**src/verilog/ddc_cfg.svh**
```systemverilog
`ifndef DDC_CFG_SVH
`define DDC_CFG_SVH

// bus address: fixed upper bits, low two from the select pins
`define DDC_ADDR_HI 5'h03
`define DDC_ADDR_LEN 7

// clock figures
`define DDC_MCLK_KHZ 200000
`define DDC_SCL_STD_KHZ 100
`define DDC_SCL_FAST_KHZ 400
`define DDC_MIN_OVERSAMPLE 16

// shift word layout
`define DDC_WORD_W 24
`define DDC_CODE_W 12
`define DDC_CMD_MSB 23
`define DDC_CMD_LSB 20
`define DDC_CHAN_B_BIT 19
`define DDC_CHAN_A_BIT 16
`define DDC_CODE_MSB 15
`define DDC_CODE_LSB 4
`define DDC_BYTES_PER_WORD 2'h3

// command codes
`define DDC_CMD_NOP 4'h0
`define DDC_CMD_WRITE 4'h1
`define DDC_CMD_UPDATE 4'h2
`define DDC_CMD_WR_UPD 4'h3
`define DDC_CMD_POWER 4'h4
`define DDC_CMD_MASK 4'h5
`define DDC_CMD_SRESET 4'h6
`define DDC_CMD_REFSET 4'h7

// command data fields in the shift word's low byte; readback channel bits in the control byte
`define DDC_PD_A_LSB 0
`define DDC_PD_B_LSB 6
`define DDC_MASK_A_BIT 0
`define DDC_MASK_B_BIT 3
`define DDC_REF_OFF_BIT 0
`define DDC_CBYTE_A_BIT 0
`define DDC_CBYTE_B_BIT 3

// reset values
`define DDC_CODE_RST 12'h000
`define DDC_PD_RST 2'h0
`define DDC_MASK_RST 1'h0
`define DDC_REF_EN_RST 1'h1

`endif

```
**src/verilog/ddc_pkg.sv**
```systemverilog
`include "ddc_cfg.svh"

package ddc_pkg;

  typedef enum logic [2:0] {
    DDC_PH_IDLE,
    DDC_PH_RX,
    DDC_PH_RACK,
    DDC_PH_TX,
    DDC_PH_TACK
  } ddc_phase_t;

  typedef logic [`DDC_CODE_W-1:0] ddc_code_t;

  typedef struct packed {
    logic scl_s1;
    logic scl_s2;
    logic scl_d;
    logic sda_s1;
    logic sda_s2;
    logic sda_d;
    logic ld_s1;
    logic ld_s2;
    logic ld_d;
    logic [1:0] as_s1;
    logic [1:0] as_s2;
    ddc_phase_t phase;
    logic [3:0] bitcnt;
    logic [7:0] sh;
    logic is_addr;
    logic rd;
    logic nack;
    logic [1:0] nbytes;
    logic [1:0] txidx;
    logic rb_sel_b;
    logic [`DDC_WORD_W-9:0] word;
    logic sda_oe_n;
    ddc_code_t in_a;
    ddc_code_t in_b;
    ddc_code_t out_a;
    ddc_code_t out_b;
    logic [1:0] pd_a;
    logic [1:0] pd_b;
    logic mask_a;
    logic mask_b;
    logic ref_en;
  } ddc_state_t;

endpackage : ddc_pkg

```
**src/verilog/ddc_i2c_cmd.sv**
```systemverilog
// Overview of operation
// - answer address 00011 plus two pins
// - work at 100 and 400 kHz clock
// - no general call, no long addresses
// - first byte: command nibble, channel nibble
// - then 12-bit code MSB first, four ignored
// - word captured over 24 rising edges
// - decode eight commands, top-bit codes ignored
// - channel nibble: top bit B, bottom A
// - input write loads input register; strobe high: output untouched
// - strobe low: unmasked writes pass through
// - update copies input to output register
// - write-and-update ignores load strobe
// - ack own address on ninth clock
// - readback: control byte, restart, two bytes
// - both channels selected reads channel A
// - reference on at power-up, command disables
// - power command: two mode bits per channel
// - mask command: masked channels ignore strobe
// - strobe fall transfers unmasked input registers
`include "ddc_cfg.svh"
`timescale 1ns/100ps
`default_nettype none

module ddc_i2c_cmd
  import ddc_pkg::*;
(
  // clock and reset
  input wire logic i_mclk,
  input wire logic i_rst,
  // two-wire bus
  input wire logic i_scl,
  input wire logic i_sda,
  output logic o_sda,
  output logic o_sda_oe_n,
  // straps and strobe
  input wire logic i_addr_sel_pin0,
  input wire logic i_addr_sel_pin1,
  input wire logic i_load_strobe_n,
  // converter stage
  output logic [`DDC_CODE_W-1:0] o_code_a,
  output logic [`DDC_CODE_W-1:0] o_code_b,
  output logic [1:0] o_pwr_mode_a,
  output logic [1:0] o_pwr_mode_b,
  output logic o_ref_en
);

  // bus is oversampled; enough samples per bit are needed to see
  // start/stop between clock edges
  if (`DDC_MCLK_KHZ / `DDC_SCL_FAST_KHZ < `DDC_MIN_OVERSAMPLE) begin : g_rate_chk
    $error("ddc_i2c_cmd: master clock too slow for fast mode");
  end

  ddc_state_t q;
  ddc_state_t next_q;

  logic scl_rise;
  logic scl_fall;
  logic bus_start;
  logic bus_stop;
  logic ld_fall;
  logic [`DDC_WORD_W-1:0] w;
  logic [3:0] cmd;
  logic sel_a;
  logic sel_b;
  ddc_code_t code;
  logic [7:0] txb;

  function automatic logic [7:0] ddc_tx_byte(input ddc_code_t c, input logic [1:0] idx);
    logic [15:0] full;
    full = {c, 4'h0};
    case (idx)
      2'h0: ddc_tx_byte = full[15:8];
      2'h1: ddc_tx_byte = full[7:0];
      default: ddc_tx_byte = 8'h00;
    endcase
  endfunction : ddc_tx_byte

  function automatic logic [3:0] ddc_inc4(input logic [3:0] v);
    ddc_inc4 = 4'(v + 4'h1);
  endfunction : ddc_inc4

  always_comb begin
    next_q = q;
    // two-flop synchronisers; logic reads the second stage and a delayed copy of it, never the first
    next_q.scl_s1 = i_scl;
    next_q.scl_s2 = q.scl_s1;
    next_q.scl_d = q.scl_s2;
    next_q.sda_s1 = i_sda;
    next_q.sda_s2 = q.sda_s1;
    next_q.sda_d = q.sda_s2;
    next_q.ld_s1 = i_load_strobe_n;
    next_q.ld_s2 = q.ld_s1;
    next_q.ld_d = q.ld_s2;
    next_q.as_s1 = {i_addr_sel_pin1, i_addr_sel_pin0};
    next_q.as_s2 = q.as_s1;

    scl_rise = q.scl_s2 & ~q.scl_d;
    scl_fall = ~q.scl_s2 & q.scl_d;
    bus_start = q.scl_s2 & q.scl_d & q.sda_d & ~q.sda_s2;
    bus_stop = q.scl_s2 & q.scl_d & ~q.sda_d & q.sda_s2;
    ld_fall = q.ld_d & ~q.ld_s2;

    w = {q.word, q.sh};
    cmd = w[`DDC_CMD_MSB:`DDC_CMD_LSB];
    sel_a = w[`DDC_CHAN_A_BIT];
    sel_b = w[`DDC_CHAN_B_BIT];
    code = w[`DDC_CODE_MSB:`DDC_CODE_LSB];
    txb = 8'h00;

    // deferred update on the strobe's falling edge
    if (ld_fall) begin
      if (!q.mask_a) begin
        next_q.out_a = q.in_a;
      end
      if (!q.mask_b) begin
        next_q.out_b = q.in_b;
      end
    end

    if (bus_stop) begin
      next_q.phase = DDC_PH_IDLE;
      next_q.sda_oe_n = 1'b1;
    end else if (bus_start) begin
      // a repeated start also lands here
      next_q.phase = DDC_PH_RX;
      next_q.bitcnt = 4'h0;
      next_q.is_addr = 1'b1;
      next_q.sda_oe_n = 1'b1;
    end else begin
      case (q.phase)
        DDC_PH_RX: begin
          if (scl_rise) begin
            next_q.sh = {q.sh[6:0], q.sda_s2};
            next_q.bitcnt = ddc_inc4(q.bitcnt);
          end
          if (scl_fall && q.bitcnt == 4'h8) begin
            if (q.is_addr) begin
              // only the one 7-bit address; general call not acked
              if (q.sh[7:1] == {`DDC_ADDR_HI, q.as_s2[1], q.as_s2[0]}) begin
                next_q.phase = DDC_PH_RACK;
                next_q.sda_oe_n = 1'b0;
                next_q.rd = q.sh[0];
                next_q.nbytes = 2'h0;
                next_q.txidx = 2'h0;
              end else begin
                next_q.phase = DDC_PH_IDLE;
              end
            end else begin
              next_q.word = w[`DDC_WORD_W-9:0];
              next_q.phase = DDC_PH_RACK;
              next_q.sda_oe_n = 1'b0;
              if (q.nbytes == 2'h0) begin
                // A wins when both channel bits are set
                next_q.rb_sel_b = q.sh[`DDC_CBYTE_B_BIT] & ~q.sh[`DDC_CBYTE_A_BIT];
              end
              if (q.nbytes == `DDC_BYTES_PER_WORD - 2'h1) begin
                next_q.nbytes = 2'h0;
                // word complete on its 24th falling edge
                case (cmd)
                  `DDC_CMD_NOP: begin
                  end
                  `DDC_CMD_WRITE: begin
                    if (sel_a) begin
                      next_q.in_a = code;
                      if (!q.ld_s2 && !q.mask_a) begin
                        next_q.out_a = code;
                      end
                    end
                    if (sel_b) begin
                      next_q.in_b = code;
                      if (!q.ld_s2 && !q.mask_b) begin
                        next_q.out_b = code;
                      end
                    end
                  end
                  `DDC_CMD_UPDATE: begin
                    if (sel_a) begin
                      next_q.out_a = q.in_a;
                    end
                    if (sel_b) begin
                      next_q.out_b = q.in_b;
                    end
                  end
                  `DDC_CMD_WR_UPD: begin
                    if (sel_a) begin
                      next_q.in_a = code;
                      next_q.out_a = code;
                    end
                    if (sel_b) begin
                      next_q.in_b = code;
                      next_q.out_b = code;
                    end
                  end
                  `DDC_CMD_POWER: begin
                    next_q.pd_a = w[`DDC_PD_A_LSB+1:`DDC_PD_A_LSB];
                    next_q.pd_b = w[`DDC_PD_B_LSB+1:`DDC_PD_B_LSB];
                  end
                  `DDC_CMD_MASK: begin
                    // channel nibble is not consulted here
                    next_q.mask_a = w[`DDC_MASK_A_BIT];
                    next_q.mask_b = w[`DDC_MASK_B_BIT];
                  end
                  `DDC_CMD_SRESET: begin
                    next_q.in_a = `DDC_CODE_RST;
                    next_q.in_b = `DDC_CODE_RST;
                    next_q.out_a = `DDC_CODE_RST;
                    next_q.out_b = `DDC_CODE_RST;
                    next_q.pd_a = `DDC_PD_RST;
                    next_q.pd_b = `DDC_PD_RST;
                    next_q.mask_a = `DDC_MASK_RST;
                    next_q.mask_b = `DDC_MASK_RST;
                    next_q.ref_en = `DDC_REF_EN_RST;
                  end
                  `DDC_CMD_REFSET: begin
                    next_q.ref_en = ~w[`DDC_REF_OFF_BIT];
                  end
                  default: begin
                    // reserved codes change nothing
                  end
                endcase
              end else begin
                next_q.nbytes = 2'(q.nbytes + 2'h1);
              end
            end
          end
        end
        DDC_PH_RACK: begin
          if (scl_fall) begin
            next_q.is_addr = 1'b0;
            next_q.sda_oe_n = 1'b1;
            if (q.rd) begin
              txb = ddc_tx_byte(q.rb_sel_b ? q.in_b : q.in_a, 2'h0);
              next_q.phase = DDC_PH_TX;
              next_q.sh = txb;
              next_q.sda_oe_n = txb[7];
              next_q.bitcnt = 4'h1;
            end else begin
              next_q.phase = DDC_PH_RX;
              next_q.bitcnt = 4'h0;
            end
          end
        end
        DDC_PH_TX: begin
          if (scl_fall) begin
            if (q.bitcnt == 4'h8) begin
              next_q.phase = DDC_PH_TACK;
              next_q.sda_oe_n = 1'b1;
            end else begin
              next_q.sh = {q.sh[6:0], 1'b0};
              next_q.sda_oe_n = q.sh[6];
              next_q.bitcnt = ddc_inc4(q.bitcnt);
            end
          end
        end
        DDC_PH_TACK: begin
          if (scl_rise) begin
            next_q.nack = q.sda_s2;
          end
          if (scl_fall) begin
            if (q.nack) begin
              next_q.phase = DDC_PH_IDLE;
            end else begin
              // past the second byte the device sends zeros
              next_q.txidx = (q.txidx == 2'h3) ? q.txidx : 2'(q.txidx + 2'h1);
              txb = ddc_tx_byte(q.rb_sel_b ? q.in_b : q.in_a, next_q.txidx);
              next_q.phase = DDC_PH_TX;
              next_q.sh = txb;
              next_q.sda_oe_n = txb[7];
              next_q.bitcnt = 4'h1;
            end
          end
        end
        DDC_PH_IDLE: begin
          next_q.sda_oe_n = 1'b1;
        end
        default: begin
          next_q.phase = DDC_PH_IDLE;
          next_q.sda_oe_n = 1'b1;
        end
      endcase
    end
  end

  always_ff @(posedge i_mclk or posedge i_rst) begin
    if (i_rst) begin
      q <= '0;
      q.scl_s1 <= 1'b1;
      q.scl_s2 <= 1'b1;
      q.scl_d <= 1'b1;
      q.sda_s1 <= 1'b1;
      q.sda_s2 <= 1'b1;
      q.sda_d <= 1'b1;
      q.ld_s1 <= 1'b1;
      q.ld_s2 <= 1'b1;
      q.ld_d <= 1'b1;
      q.sda_oe_n <= 1'b1;
      q.ref_en <= `DDC_REF_EN_RST;
    end else begin
      q <= next_q;
    end
  end

  // open-drain: only ever pulls low
  assign o_sda = 1'b0;
  assign o_sda_oe_n = q.sda_oe_n;
  assign o_code_a = q.out_a;
  assign o_code_b = q.out_b;
  assign o_pwr_mode_a = q.pd_a;
  assign o_pwr_mode_b = q.pd_b;
  assign o_ref_en = q.ref_en;

endmodule : ddc_i2c_cmd

`default_nettype wire

```
**config.mk**
```make
export PLATFORM = sky130hd
export DESIGN_NAME = ddc_i2c_cmd
export DESIGN_NICKNAME = d
export VERILOG_FILES = /design/src/verilog/ddc_pkg.sv /design/src/verilog/ddc_i2c_cmd.sv
export VERILOG_INCLUDE_DIRS = /design/src /design/src/verilog
export SDC_FILE = /design/constraint.sdc
export NUM_CORES = 1
export LEC_CHECK = 0
export ABC_CLOCK_PERIOD_IN_PS = 3500
export CAP_MARGIN = 15
export CELL_PAD_IN_SITES_DETAIL_PLACEMENT = 1
export CELL_PAD_IN_SITES_GLOBAL_PLACEMENT = 1
export CORE_ASPECT_RATIO = 1.25
export CORE_MARGIN = 2
export CORE_UTILIZATION = 40
export CTS_CLUSTER_DIAMETER = 50
export DETAILED_ROUTE_END_ITERATION = 7
export DONT_BUFFER_PORTS = 1
export PLACE_DENSITY_LB_ADDON = 0.1
export SKIP_LAST_GASP = 1
export SYNTH_ARGS = -nofsm -noshare
export SYNTH_HDL_FRONTEND = slang
export SYNTH_SLANG_ARGS = --single-unit
```
**constraint.sdc**
```tcl
create_clock -name i_mclk -period 3.5 [get_ports i_mclk]
set_clock_uncertainty 0.15 [all_clocks]
set_input_delay 0.7 -clock i_mclk [delete_from_list [all_inputs] [get_ports i_mclk]]
set_output_delay 0.7 -clock i_mclk [all_outputs]
set_load 0.01 [all_outputs]
```
## After elaboration in Yosys (flattened, before gate mapping)

Cells that the tools add are included.

| cells by class | value |
|---|---|
| $add $sub $neg | 3 |
| bitwise logic cells | 18 |
| equal/unequal tests | 43 |
| muxes and demuxes | 70 |
| reductions and logical operators | 35 |

Operators by type and width:

| kind | number |
|---|---|
| $mux W12 | 16 |
| $mux W55 | 2 |
| $pmux W24 S4 | 1 |
| $mux W31 | 3 |
| $mux W75 | 1 |
| $pmux W12 S4 | 1 |
| $pmux W24 S2 | 1 |
| $mux W8 | 5 |
| $reduce_and A8 Y1 | 4 |
| $mux W15 | 2 |
| $mux W24 | 1 |
| $ne A4 B4 Y1 const B | 6 |
| $reduce_and A6 Y1 | 4 |
| $ne A3 B3 Y1 const B | 7 |
| $reduce_and A7 Y1 | 3 |
| $ne A2 B2 Y1 const B | 10 |
| $mux W17 | 1 |
| $eq A4 B3 Y1 const B | 4 |
| $mux W16 | 1 |
| $mux W2 | 8 |
| $pmux W8 S2 | 1 |
| $pmux W3 S5 | 1 |
| $reduce_bool A2 Y1 | 7 |
| $mux W1 | 13 |
| 34 further kinds | 66 |

| storage, ports and cells | value |
|---|---|
| bits in registers | 108 |
| bits of input ports | 7 |
| output and inout port bits | 31 |
| word-level logic and storage cells | 200 |

## Longest topological paths before layout

Gate-level depths: netlist (run 1).

| logic depth | value |
|---|---|
| word-level depth | 12 |
| mapped depth | 8 |
| depth with buffers taken out | 7 |

## Worst setup path before layout (run 1)

Ideal clock, no wire load.

| timing | value |
|---|---|
| path kind | flip-flop to flip-flop |
| from | reg q[88] (netlist name) |
| to | reg q[31] (netlist name) |
| arrival time | 1.890 ns |
| required time | 3.225 ns |
| cell stages (with the launch flop) | 9 |
| setup slack | 1.336 ns |
| setup time | 0.125 ns |
| path buffers | 1 |
| period minus slack after synthesis | 2.164 ns |
| path through | dfrtp_1 -> inv_1 -> ha_1 -> and3b_1 -> nand3_4 -> nor3b_2 -> o21a_2 -> buf_6 -> mux2_2 |

| on the way | value |
|---|---|
| word-level cells in the longest chain between the ends | 3 |

RTL lines:

| element | line | text |
|---|---|---|
| from (decl) | ddc_i2c_cmd.sv:54 | `ddc_state_t q;` |
| from (signal assigned) | ddc_i2c_cmd.sv:300 | `q <= next_q;` |
| $eq A4 B4 Y1 | ddc_i2c_cmd.sv:137 | `if (scl_fall && q.bitcnt == 4'h8) begin` |
| $logic_and A1 B1 Y1 | ddc_i2c_cmd.sv:137 |  |
| $reduce_and A8 Y1 (no source line) | - |  |

No other way between the ends.
A chain may end at the register's enable or synchronous reset.

## Worst setup path after layout (run 1)

| timing | value |
|---|---|
| from | reg q[92] (netlist name) |
| to | reg q[44] (netlist name) |

| on the way | value |
|---|---|
| word-level cells in the longest chain between the ends | 2 |

RTL lines:

| element | line | text |
|---|---|---|
| $eq A3 B1 Y1 | ddc_i2c_cmd.sv:131 | `case (q.phase)` |
| $reduce_and A8 Y1 (no source line) | - |  |

No other way between the ends.

==> key figures, run 1 <==
Run
  • Max-cap violations: 0

Min path
  • Min-delay worst type: input port to flip-flop
  • Hold_sp: i_load_strobe_n
  • Hold Path End: next_q[100]$_DFF_PP1_
  • Worst hold stages: 0

Pwr
  • PwrDens: around 460 mW/mm^2
  • Leakage power: 2.471 nW
  • VDD IR-drop max: 0.0002143 V

Synthesis
  • EDFF count, synth: 0
  • Net Count, Synth: roughly 500
  • Post-synth ARST share: 100.0%
  • Yosys warnings: 0
  • Post-synthesis sequential area ratio: 48.33%
  • Synthesis-stage register bit count: ~110
  • Distinct cells, synth: between 60 and 70
  • Synthesized instance count: 489
  • Mapped Area: about 0.0055 mm^2
  • Syn avg cell area: 11.28 um^2
  • Ys flop type: dfrtp_1

CTS
  • CTS Buf Count: 9
  • Clock sink count: around 110
  • Clk buf depth: 2
  • Post-CTS Resized: 0
  • H-Tree Depth: 3
  • Clk_lat worst skew: 350 ps
  • Hold_buf cts: 0
  • CTS tree: yes
  • Worst-path clk slew: about 80 ps
  • CTS root buffer: clkbuf_16
  • Postcts setup bufs: 0

Worst setup path
  • Setup slack, reg-to-reg: 750 ps
  • Max incr delay on CP: roughly 730 ps
  • CP required: approximately 3600 ps
  • Slowest CP cell: dfrtp_1
  • CP Capture Type: flip-flop
  • Critical path launch point type: flip-flop
  • R2R depth: 5
  • Crit Path Class: flip-flop to flip-flop
  • Worst r2r src: q[92]$_DFFE_PP0P_
  • Crit-path max FO: 18
  • Critical-path cell list: nor4b_4 > nand3_4 > nor3b_2 > o21a_2 > mux2_2
  • RR Endpoint: q[44]$_DFFE_PP0P_
  • CP arrival: 2830 ps

Final layout
  • Commonest non-fill, non-tap cell in the layout: dfrtp_1
  • Layout Utilization: 42.25%
  • # diodes: 0
  • Fill count: 1,422
  • Layout area overhead: 4.423%
  • Layout cell share with drive strength beyond 1: between 20% and 30%
  • Most frequent cells in the layout: dfrtp_1 (95), mux2_2 (55), mux2i_1 (41)
  • Final layout net count: 463

Detailed routing
  • Drt pass-1 iters: 4
  • Initial DRC Count: 144
  • Via count: around 3,600
  • Routed Wire Length: roughly 15,000 um
  • WL/cell: between 20 and 25 um
  • DRC viols: 0
  • Via density per instance: 5.746
  • Post-route ant nets: 0

Placed design
  • Global placer's final weighted congestion: roughly 0.75
  • PortBufs: 0
  • Estimated wirelength of the detail-placed design: approximately 10,000 um

STA
  • Final hold slack: roughly 190 ps
  • Slew Limit Headroom: about a third
  • Setup violations, final: 0
  • Peak Freq: ~0.36 GHz
  • Worst-Margin Slew: ~1000 ps
  • Final Max Slew Viols: 0
  • Tmin final: approximately 2800 ps
  • Hold Vio Cnt, Final: 0
  • Fin crit share: about four fifths
  • Setup TNS: 0 ps
  • RSZ-0062 raised after global routing: false

Die
  • FP Rows: 48
  • Die Y: between 100 and 150 um
  • Die width: approximately 110 um
  • Ports: 38
  • Die area: roughly 0.015 mm^2
  • Total core area: between 0.01 and 0.015 mm^2
  • Initial Utilization: 40.46%

Outcome
  • Run status: finished, final reports clean

Global routing
  • Initial antenna violation count: 0
  • Gr usage total: 20.95%
  • Largest net degree at the start of global routing: 43
  • Vias in the first global route: 4,063
  • Grt ovf: 0
  • Global-route wire length before repair: approximately 23,000 um
[state kept, by name, summed over array words and instances (netlist names)]
name	cells
cmd	4
code	12
o_sda_oe_n	1
o_code_a	12
o_ref_en	1
o_pwr_mode_a	2
o_code_b	12
o_pwr_mode_b	2
q	52
next_q	8
[metal layers]
layer / track usage, % / share of wire (%) / vias to the layer above
met1: 25.38 / 44 / 1903
met3: 3.319 / 1.9 / 15
met5: 0 / 0 / -
met2: 38.27 / 53 / 45
li1: - / - / 1680
met4: 5.199 / 1.5 / 0
[area by class of cell]
type	count	area, um^2	share of cell area (%)
sequential	106	2666	46.29
multi-input combinational	318	2470	42.88
clock buffer	10	239.0	4.149
tap	175	219.0	3.801
timing repair buffer	10	87.58	1.520
clock inverter	6	41.29	0.7168
inverter	9	37.54	0.6516
[stage by stage]
step | setup WS, ps | instances | area [um^2] | power, mW
after detailed placement | 742.4 | 618 | 5480 | 1.724
final | 746.2 | 634 | 5761 | 2.676
after global routing | 531.2 | 634 | 5761 | 2.800
after floorplan | 1336 | 489 | 5520 | 1.606
after global placement | 734.0 | 618 | 5480 | 1.713
after CTS | 710.9 | 634 | 5761 | 2.718
[synth_stat cells (all sizes together), types with 3 or more instances]
library cell / number / area share, %
o221ai: 3 / 0.48
o21bai: 3 / 0.41
dfstp: 11 / 5.2
mux2i: 41 / 7.4
a21oi: 15 / 1.4
xnor2: 4 / 0.63
nand4: 3 / 0.34
nand2b: 7 / 0.79
nor3: 5 / 0.54
mux2: 55 / 11
a22oi: 24 / 3.3
dfrtp: 95 / 43
o21a: 4 / 0.59
nor3b: 4 / 0.63
or3b: 3 / 0.48
inv: 9 / 0.61
o21ai: 13 / 1.2
o22ai: 28 / 3.2
nor2b: 16 / 1.8
nor2: 19 / 1.3
clkbuf: 13 / 0.88
and3: 3 / 0.34
nand3: 6 / 0.77
or3: 3 / 0.43
buf: 43 / 5.4
or2: 3 / 0.34
nand2: 27 / 1.8
[worst max path at each step]
stage                       from                  end  depth (start not counted)
3_5_place_dp   q[93]$_DFFE_PP0P_  code[1]$_DFFE_PP0P_                          4
3_3_place_gp   q[93]$_DFFE_PP0P_    q[81]$_DFFE_PP0P_                          4
6_report       q[92]$_DFFE_PP0P_    q[44]$_DFFE_PP0P_                          5
2_1_floorplan  q[88]$_DFFE_PP0P_    q[31]$_DFFE_PP0P_                          8
4_1_cts        q[93]$_DFFE_PP0P_  code[1]$_DFFE_PP0P_                          4
5_1_grt        q[92]$_DFFE_PP0P_    q[44]$_DFFE_PP0P_                          5
[critical path: cells and delay by family (launching register included)]
family           cells  cell delay [ps]
AND/OR/NAND/NOR      3              970
AO/OA/AOI/OAI        1              390
flip-flops           1              730
multiplexers         1              390
[power breakdown]
part / internal, mW / total, mW / leakage, nW / switching (mW)
Sequential: 1.29 / 1.41 / 1.42 / 0.118
Combinational: 0.135 / 0.284 / 0.912 / 0.149
Clock: 0.505 / 0.981 / 0.143 / 0.477
Total: 1.93 / 2.68 / 2.47 / 0.744
[cells by family after synthesis]
family / synth area share [%]
buf+inv: 6.895
other cells: 0.06798
flops: 48.33
simple gates: 10.77
compound gates: 13.68
mux: 18.67
xor+xnor: 0.9526
fa+ha+maj: 0.6350
(Power assumes the default switching activity.)
==> run 2: changes to the inputs <==
--- a/config.mk
+++ b/config.mk
@@ -6,7 +6,7 @@
 export SDC_FILE = /design/constraint.sdc
 export NUM_CORES = 1
 export LEC_CHECK = 0
-export ABC_CLOCK_PERIOD_IN_PS = 3500
+export ABC_CLOCK_PERIOD_IN_PS = 2700
 export CAP_MARGIN = 15
 export CELL_PAD_IN_SITES_DETAIL_PLACEMENT = 1
 export CELL_PAD_IN_SITES_GLOBAL_PLACEMENT = 1
==> constraint.sdc (replaced) <==
create_clock -name i_mclk -period 2.7 [get_ports i_mclk]
set_clock_uncertainty 0.15 [all_clocks]
set_input_delay 0.54 -clock i_mclk [delete_from_list [all_inputs] [get_ports i_mclk]]
set_output_delay 0.54 -clock i_mclk [all_outputs]
set_load 0.01 [all_outputs]
==> run 2 against run 1 <==
  * Non-clock buffer count is 15 higher
  * Sequential share of layout area decreased by 1.3 points
  * Via count increased by 1.2%
  * Hold slack lost 160 ps
  * Wire length down 0.54%
  * First-iteration DRC count decreased by 4.2%
  * Cell area increased by 2.9%
  * Largest cell class unchanged
  * Highest routed layer unchanged
==> key figures, run 2 (synthesis results as in run 1) <==
Outcome
  • Run status: finished, final reports clean

Die
  • Die Y: about 140 um
  • FP Rows: between 40 and 50
  • Die width: approximately 110 um
  • Die area: between 0.01 and 0.015 mm^2
  • Initial Utilization: roughly two fifths
  • Total core area: 0.01363 mm^2
  • Ports: 38

STA
  • Peak Freq: between 0.4 and 0.5 GHz
  • Hold Vio Cnt, Final: 0
  • Worst-Margin Slew: approximately 740 ps
  • Final Max Slew Viols: 0
  • Setup TNS: 0 ps
  • Slew Limit Headroom: 50.49%
  • Tmin final: between 2000 and 2500 ps
  • Final hold slack: approximately 32 ps
  • Final WS setup: about 240 ps
  • Fin crit share: about nine tenths
  • Setup violations, final: 0
  • RSZ-0062 raised after global routing: false

Final layout
  • Biggest register: q
  • Layout cell share with drive strength beyond 1: between 20% and 30%
  • Commonest non-fill, non-tap cell in the layout: dfrtp_1
  • # diodes: 0
  • Final layout net count: 478
  • Max reg flops: between 50 and 60
  • Layout area overhead: 7.439%
  • Layout Utilization: 43.47%
  • Most frequent cells in the layout: dfrtp_1 (95), mux2_2 (55), mux2i_1 (41)
  • Layout Cells excl Fill: 649
  • Fill count: about 1,400

Min path
  • Min-delay worst type: input port to asynchronous set/reset pin

Placed design
  • PortBufs: 0
  • Estimated wirelength of the detail-placed design: ~10,000 um
  • Placed insts: 633
  • Pre-CTS setup slack: approximately 56 ps
  • Global placer's final weighted congestion: between 0.7 and 0.8

Global routing
  • Gr usage total: 20.55%
  • Global-route wire length before repair: approximately 23,000 um
  • Initial antenna violation count: 0
  • Largest net degree at the start of global routing: 31
  • Vias in the first global route: between 3,000 and 4,000
  • Grt ovf: 0

Detailed routing
  • Post-route ant nets: 0
  • Initial DRC Count: ~140
  • Via density per instance: 5.681
  • Via count: 3,687
  • DRC viols: 0
  • Drt pass-1 iters: 4
  • WL/cell: between 20 and 25 um
  • Routed Wire Length: ~14,000 um

Worst setup path
  • Crit path from: q[88]$_DFFE_PP0P_
  • Critical path launch point type: flip-flop
  • Critical-path cell list: inv_1 > ha_1 > nand3b_1 > nor2_1 > nand4_1 > nor2_2 > mux2_2
  • Crit Path Class: flip-flop to flip-flop
  • CP Capture Type: flip-flop
  • CP required: around 2800 ps
  • Setup slack, reg-to-reg: between 200 and 250 ps
  • Slowest CP cell: dfrtp_1
  • Setup crit end: o_pwr_mode_a[1]$_DFFE_PP0P_
  • RR Endpoint: o_pwr_mode_a[1]$_DFFE_PP0P_
  • R2R depth: 7
  • CP arrival: ~2500 ps
  • Crit-path max FO: 6
  • Worst r2r src: q[88]$_DFFE_PP0P_
  • Max incr delay on CP: around 430 ps

Run
  • Max-cap violations: 0

Pwr
  • PwrDens: just over 600 mW/mm^2
  • Sw frac: 27.55%
  • P_sw: 0.9908 mW
  • Sequential share of power: 50.2%
  • P_int: 2.606 mW
  • VDD IR-drop max: roughly 0.00042 V
  • Leakage power: between 2 and 3 nW
  • Clk pwr share: a little under two fifths
  • Logic pwr share: about 11%

CTS
  • Clk_lat worst skew: approximately 340 ps
  • Post-CTS Resized: 0
  • H-Tree Depth: 3
  • Clk buf depth: 2
  • CTS tree: yes
  • Hold_buf cts: 0
  • Worst-path clk slew: 80 ps
  • CTS Buf Count: 9
  • Postcts setup bufs: 0
  • Clock sink count: approximately 110
  • CTS root buffer: clkbuf_16
-- run 2: stage by stage --
stage,cell area (um^2),total power [mW]
after floorplan,5520,2.082
after global placement,5618,2.242
after detailed placement,5618,2.258
after CTS,5924,3.656
after global routing,5927,3.772
final,5927,3.597
-- run 2: worst max-delay path: cells and delay by family, from the launching register on --
family / cells / cell delay [ps]
adder cells (fa/ha/maj): 1 / 160
AND/OR/NAND/NOR: 4 / 1140
flip-flops: 1 / 430
multiplexers: 1 / 380
buffers and inverters: 1 / 90
-- run 2: area by class of cell --
| type | count | area [um^2] | area share [%] |
|---|---|---|---|
| clock buffers | 9 | 225.2 | 3.800 |
| inverters | 9 | 37.54 | 0.6333 |
| well taps | 175 | 219.0 | 3.694 |
| repair buffers | 25 | 225.2 | 3.800 |
| multi-input cells | 318 | 2472 | 41.71 |
| clock inverters | 7 | 81.33 | 1.372 |
| flip-flops and latches | 106 | 2666 | 44.99 |
-- run 2: how the worst min path moves through the flow --
stage | start | endpoint | slack [ps]
4_1_cts | i_load_strobe_n | next_q[100]$_DFF_PP1_ | 20
6_report | i_rst | o_code_b[1]$_DFF_PP0_ | 30
2_1_floorplan | next_q[95]$_DFF_PP0_ | q[95]$_DFF_PP0_ | 180
5_1_grt | i_load_strobe_n | next_q[100]$_DFF_PP1_ | 20
3_3_place_gp | next_q[96]$_DFF_PP0_ | q[96]$_DFF_PP0_ | 180
3_5_place_dp | next_q[95]$_DFF_PP0_ | q[95]$_DFF_PP0_ | 190
-- run 2: routing by layer --
layer | wire, um | up-vias | global-route usage, % | part of all wire (%)
met5 | 0 | - | 0 | 0
met4 | 170 | 0 | 4.843 | 1.2
met3 | 365 | 12 | 2.934 | 2.5
met2 | 7706 | 47 | 37.72 | 53
met1 | 6214 | 1919 | 25.05 | 43
li1 | - | 1709 | - | -
-- run 2: power groups by stage --
| stage | Clock [mW] | Combinational (mW) | Sequential [mW] |
|---|---|---|---|
| after global placement | 0 | 0.406 | 1.84 |
| after global routing | 1.48 | 0.466 | 1.82 |
| after floorplan | 0 | 0.299 | 1.78 |
| after CTS | 1.43 | 0.419 | 1.81 |
| after detailed placement | 0 | 0.418 | 1.84 |
| final | 1.38 | 0.409 | 1.81 |
==> run 3: changes to the inputs <==
--- a/config.mk
+++ b/config.mk
@@ -6,7 +6,8 @@
 export SDC_FILE = /design/constraint.sdc
 export NUM_CORES = 1
 export LEC_CHECK = 0
-export ABC_CLOCK_PERIOD_IN_PS = 2700
+export ABC_AREA = 1
+export ABC_CLOCK_PERIOD_IN_PS = 2900
 export CAP_MARGIN = 15
 export CELL_PAD_IN_SITES_DETAIL_PLACEMENT = 1
 export CELL_PAD_IN_SITES_GLOBAL_PLACEMENT = 1
==> constraint.sdc (replaced) <==
create_clock -name i_mclk -period 2.9 [get_ports i_mclk]
set_clock_uncertainty 0.15 [all_clocks]
set_input_delay 0.58 -clock i_mclk [delete_from_list [all_inputs] [get_ports i_mclk]]
set_output_delay 0.58 -clock i_mclk [all_outputs]
set_load 0.01 [all_outputs]
==> run 3 against run 2 <==
  * Combinational power grew 140%
  * Non-clock buffer count shrank 11
  * Clock-buffer cell count is the same
  * Setup slack gained 260 ps
  * Clock power shrank 14%
  * Maximum frequency grew 2.7%
==> key figures, run 3 <==
Outcome
  • Run status: finished, final reports clean

Pwr
  • Logic pwr share: 24.8%
  • Sequential share of power: a little under half
  • P_sw: around 1.4 mW
  • Leakage power: just over 3 nW
  • Sw frac: between 30% and 40%
  • VDD IR-drop max: about 0.00040 V
  • Clk pwr share: around 30%
  • PwrDens: ~640 mW/mm^2
  • P_int: ~2.5 mW

Die
  • Ports: 38
  • Die width: 112.3 um
  • Die Y: roughly 140 um
  • Total core area: 0.01435 mm^2
  • Initial Utilization: 40.84%
  • Die area: approximately 0.016 mm^2
  • FP Rows: 49

Synthesis
  • Ys flop type: dfrtp_1
  • Syn avg cell area: approximately 7.5 um^2
  • Distinct cells, synth: 37
  • EDFF count, synth: 0
  • Post-synthesis xor/xnor area fraction: less than 1%
  • Synthesized instance count: a little under 800
  • Synthesis-stage register bit count: 106
  • Synth top area share: about two fifths
  • Synth Area in Adders: 0.4271%
  • Post-synthesis sequential area ratio: 45.51%
  • Mux cell area share after synthesis: under 10%
  • Net Count, Synth: 795
  • Top cells by instance count after synthesis: nand2_1 (302), dfrtp_1 (95), nand3_1 (68)
  • Largest family of logic cells by synthesized area: simple AND/OR/NAND/NOR gates
  • Synth top area cells: dfrtp_1 (41%), nand2_1 (19%), nand3_1 (5.8%)
  • Area fraction in compound gates after synthesis: 7.538%
  • Post-synth ARST share: 100.0%
  • Top cell type by total area after synthesis: dfrtp_1
  • Mapped Area: ~0.006 mm^2
  • Yosys warnings: 0
  • Simple logic cell fraction of the synthesized area: about 33%
  • Most frequent cell after synthesis: nand2_1

Detailed routing
  • Routed Wire Length: ~17,000 um
  • DRC viols: 0
  • WL/cell: ~18 um
  • Via count: roughly 4,900
  • Drt pass-1 iters: 4
  • Initial DRC Count: about 230
  • Post-route ant nets: 0
  • Via density per instance: approximately 5.2

STA
  • Hold Vio Cnt, Final: 0
  • Fin crit share: between 80% and 90%
  • RSZ-0062 raised after global routing: false
  • Setup TNS: 0 ps
  • Worst-Margin Slew: around 950 ps
  • Setup violations, final: 0
  • Peak Freq: ~0.42 GHz
  • Final Max Slew Viols: 0
  • Slew Limit Headroom: between 30% and 40%
  • Tmin final: 2392 ps

CTS
  • CTS tree: yes
  • Clk buf depth: 2
  • Clk_lat worst skew: about 360 ps
  • Clock sink count: about 110
  • Worst-path clk slew: 70 ps
  • CTS Buf Count: 9
  • CTS root buffer: clkbuf_16
  • H-Tree Depth: 3

Placed design
  • Placed insts: around 920
  • Global placer's final weighted congestion: 0.8349
  • PortBufs: 0
  • Estimated wirelength of the detail-placed design: 12,910 um

Worst setup path
  • Crit-path max FO: 24
  • Max incr delay on CP: 460 ps
  • Critical path launch point type: flip-flop
  • Most used cell, CP: nand2_1
  • Critical-path cell list: inv_1 > ha_1 > nand2_1 > nor2_1 > nand2_2 > nor3_4 > nand2_1 > nand2_1 > o21ai_0
  • CP Capture Type: flip-flop
  • Crit Path Class: flip-flop to flip-flop
  • CP required: ~3000 ps
  • CP arrival: around 2500 ps
  • Slowest CP cell: nand2_1
  • Cell class contributing the biggest share of worst-path delay: simple AND/OR/NAND/NOR gates
  • Buf/Inv on CP: 1

Final layout
  • Biggest register: q
  • Commonest non-fill, non-tap cell in the layout: nand2_1
  • # diodes: 0
  • Final layout net count: around 770
  • Layout area overhead: 4.741%
  • Max reg flops: between 50 and 60
  • Layout Cells excl Fill: around 940
  • Fill count: about 1,800
  • Layout cell share with drive strength beyond 1: 10.88%
  • Most frequent cells in the layout: nand2_1 (302), dfrtp_1 (95), nand3_1 (68)

Global routing
  • Largest net degree at the start of global routing: 40
  • Grt ovf: 0
  • Gr usage total: between 20% and 30%
  • Vias in the first global route: around 5,200
  • Global-route wire length before repair: 28,190 um
  • Initial antenna violation count: 0

Run
  • Max-cap violations: 0

Min path
  • Min-delay worst type: input port to flip-flop
==> run 3: cell count changes after synthesis, moves of 16 or more <==
cell | previous run | this run
nand3_1 | 5 | 68
o21ai_0 | 13 | 60
mux2_2 | 55 | 16
nor2b_1 | 16 | 0
a22oi_1 | 24 | 0
inv_1 | 9 | 60
o22ai_1 | 28 | 0
mux2i_1 | 41 | 0
nand2_1 | 27 | 302
nor2_1 | 19 | 49
==> run 3: cell families after synthesis <==
kind of cell	count (synthesis)
AOI/OAI and AO/OA	87
xor gates and xnor gates	2
adders and majority gates	2
buffers and inverters	115
DFF	106
muxes	16
other	1
and+or+nand+nor	457
==> run 3: routing by layer <==
| layer | up-vias | GRT usage (%) | share of wire [%] |
|---|---|---|---|
| met1 | 2405 | 28.09 | 42 |
| met3 | 23 | 3.267 | 2.8 |
| li1 | 2412 | - | - |
| met2 | 65 | 41.57 | 53 |
| met4 | 0 | 7.702 | 2.4 |
| met5 | - | 0 | 0 |
==> run 3: area by class of cell <==
class | instances | area (um^2) | area share (%)
flip-flops and latches | 106 | 2666 | 43.45
clock buffers | 9 | 225.2 | 3.670
clock inverters | 7 | 53.80 | 0.8767
inverters | 62 | 236.5 | 3.853
repair buffers | 14 | 120.1 | 1.957
multi-input cells | 565 | 2613 | 42.57
well taps | 178 | 222.7 | 3.629
==> run 3: metrics by stage <==
| step | worst slack [ps] | power (mW) | cell area (um^2) | utilization, % | hold slack [ps] |
|---|---|---|---|---|---|
| floorplan | 905.5 | 2.494 | 5863 | - | 181.2 |
| CTS | 450.0 | 3.996 | 6137 | 42.78 | 44.67 |
| finish | 508.2 | 3.935 | 6137 | 42.78 | 58.18 |
| global placement | 612.9 | 2.748 | 5848 | 40.76 | 184.4 |
| global route | 138.9 | 4.183 | 6137 | 42.78 | 38.66 |
| detailed placement | 488.0 | 2.799 | 5848 | 40.76 | 188.1 |
==> run 3: repair_timing <==
action | CTS | global route
setup endpoints to repair | 0 | 0
hold endpoints to repair | 12 | 0
resized for setup | 0 | 0
setup buffers | 0 | 0
hold buffers | 1 | 0
==> run 3: power by group through the flow <==
stage / logic (mW) / registers, mW / clock network (mW)
after floorplan: 0.760 / 1.73 / 0
after global placement: 0.944 / 1.80 / 0
after detailed placement: 0.989 / 1.81 / 0
after CTS: 0.993 / 1.78 / 1.22
after global routing: 1.12 / 1.80 / 1.27
final: 0.976 / 1.78 / 1.18
==> run 3: worst paths after layout <==
| path | slack, ps | cells after the start | startpoint | end |
|---|---|---|---|---|
| worst max-delay path | 510 | 9 | q[88]$_DFFE_PP0P_ | q[35]$_DFFE_PP0P_ |
| worst min-delay path | 60 | 0 | i_sda | next_q[103]$_DFF_PP1_ |
| worst max register to register | 510 | 9 | q[88]$_DFFE_PP0P_ | q[35]$_DFFE_PP0P_ |
| worst min register to register | 200 | 0 | next_q[96]$_DFF_PP0_ | q[96]$_DFF_PP0_ |
| max in group asynchronous | 1290 | 3 | i_rst | o_code_a[3]$_DFF_PP0_ |
| min in group asynchronous | 550 | 2 | i_rst | q[74]$_DFFE_PP0P_ |
==> run 3: worst reg2reg max path, stage by stage, from the launching register on <==
cell     delay, ps
dfrtp_1        410
inv_1          100
ha_1           180
nand2_1         60
nor2_1         210
nand2_2        160
nor3_4         200
nand2_1        460
nand2_1        210
o21ai_0        100
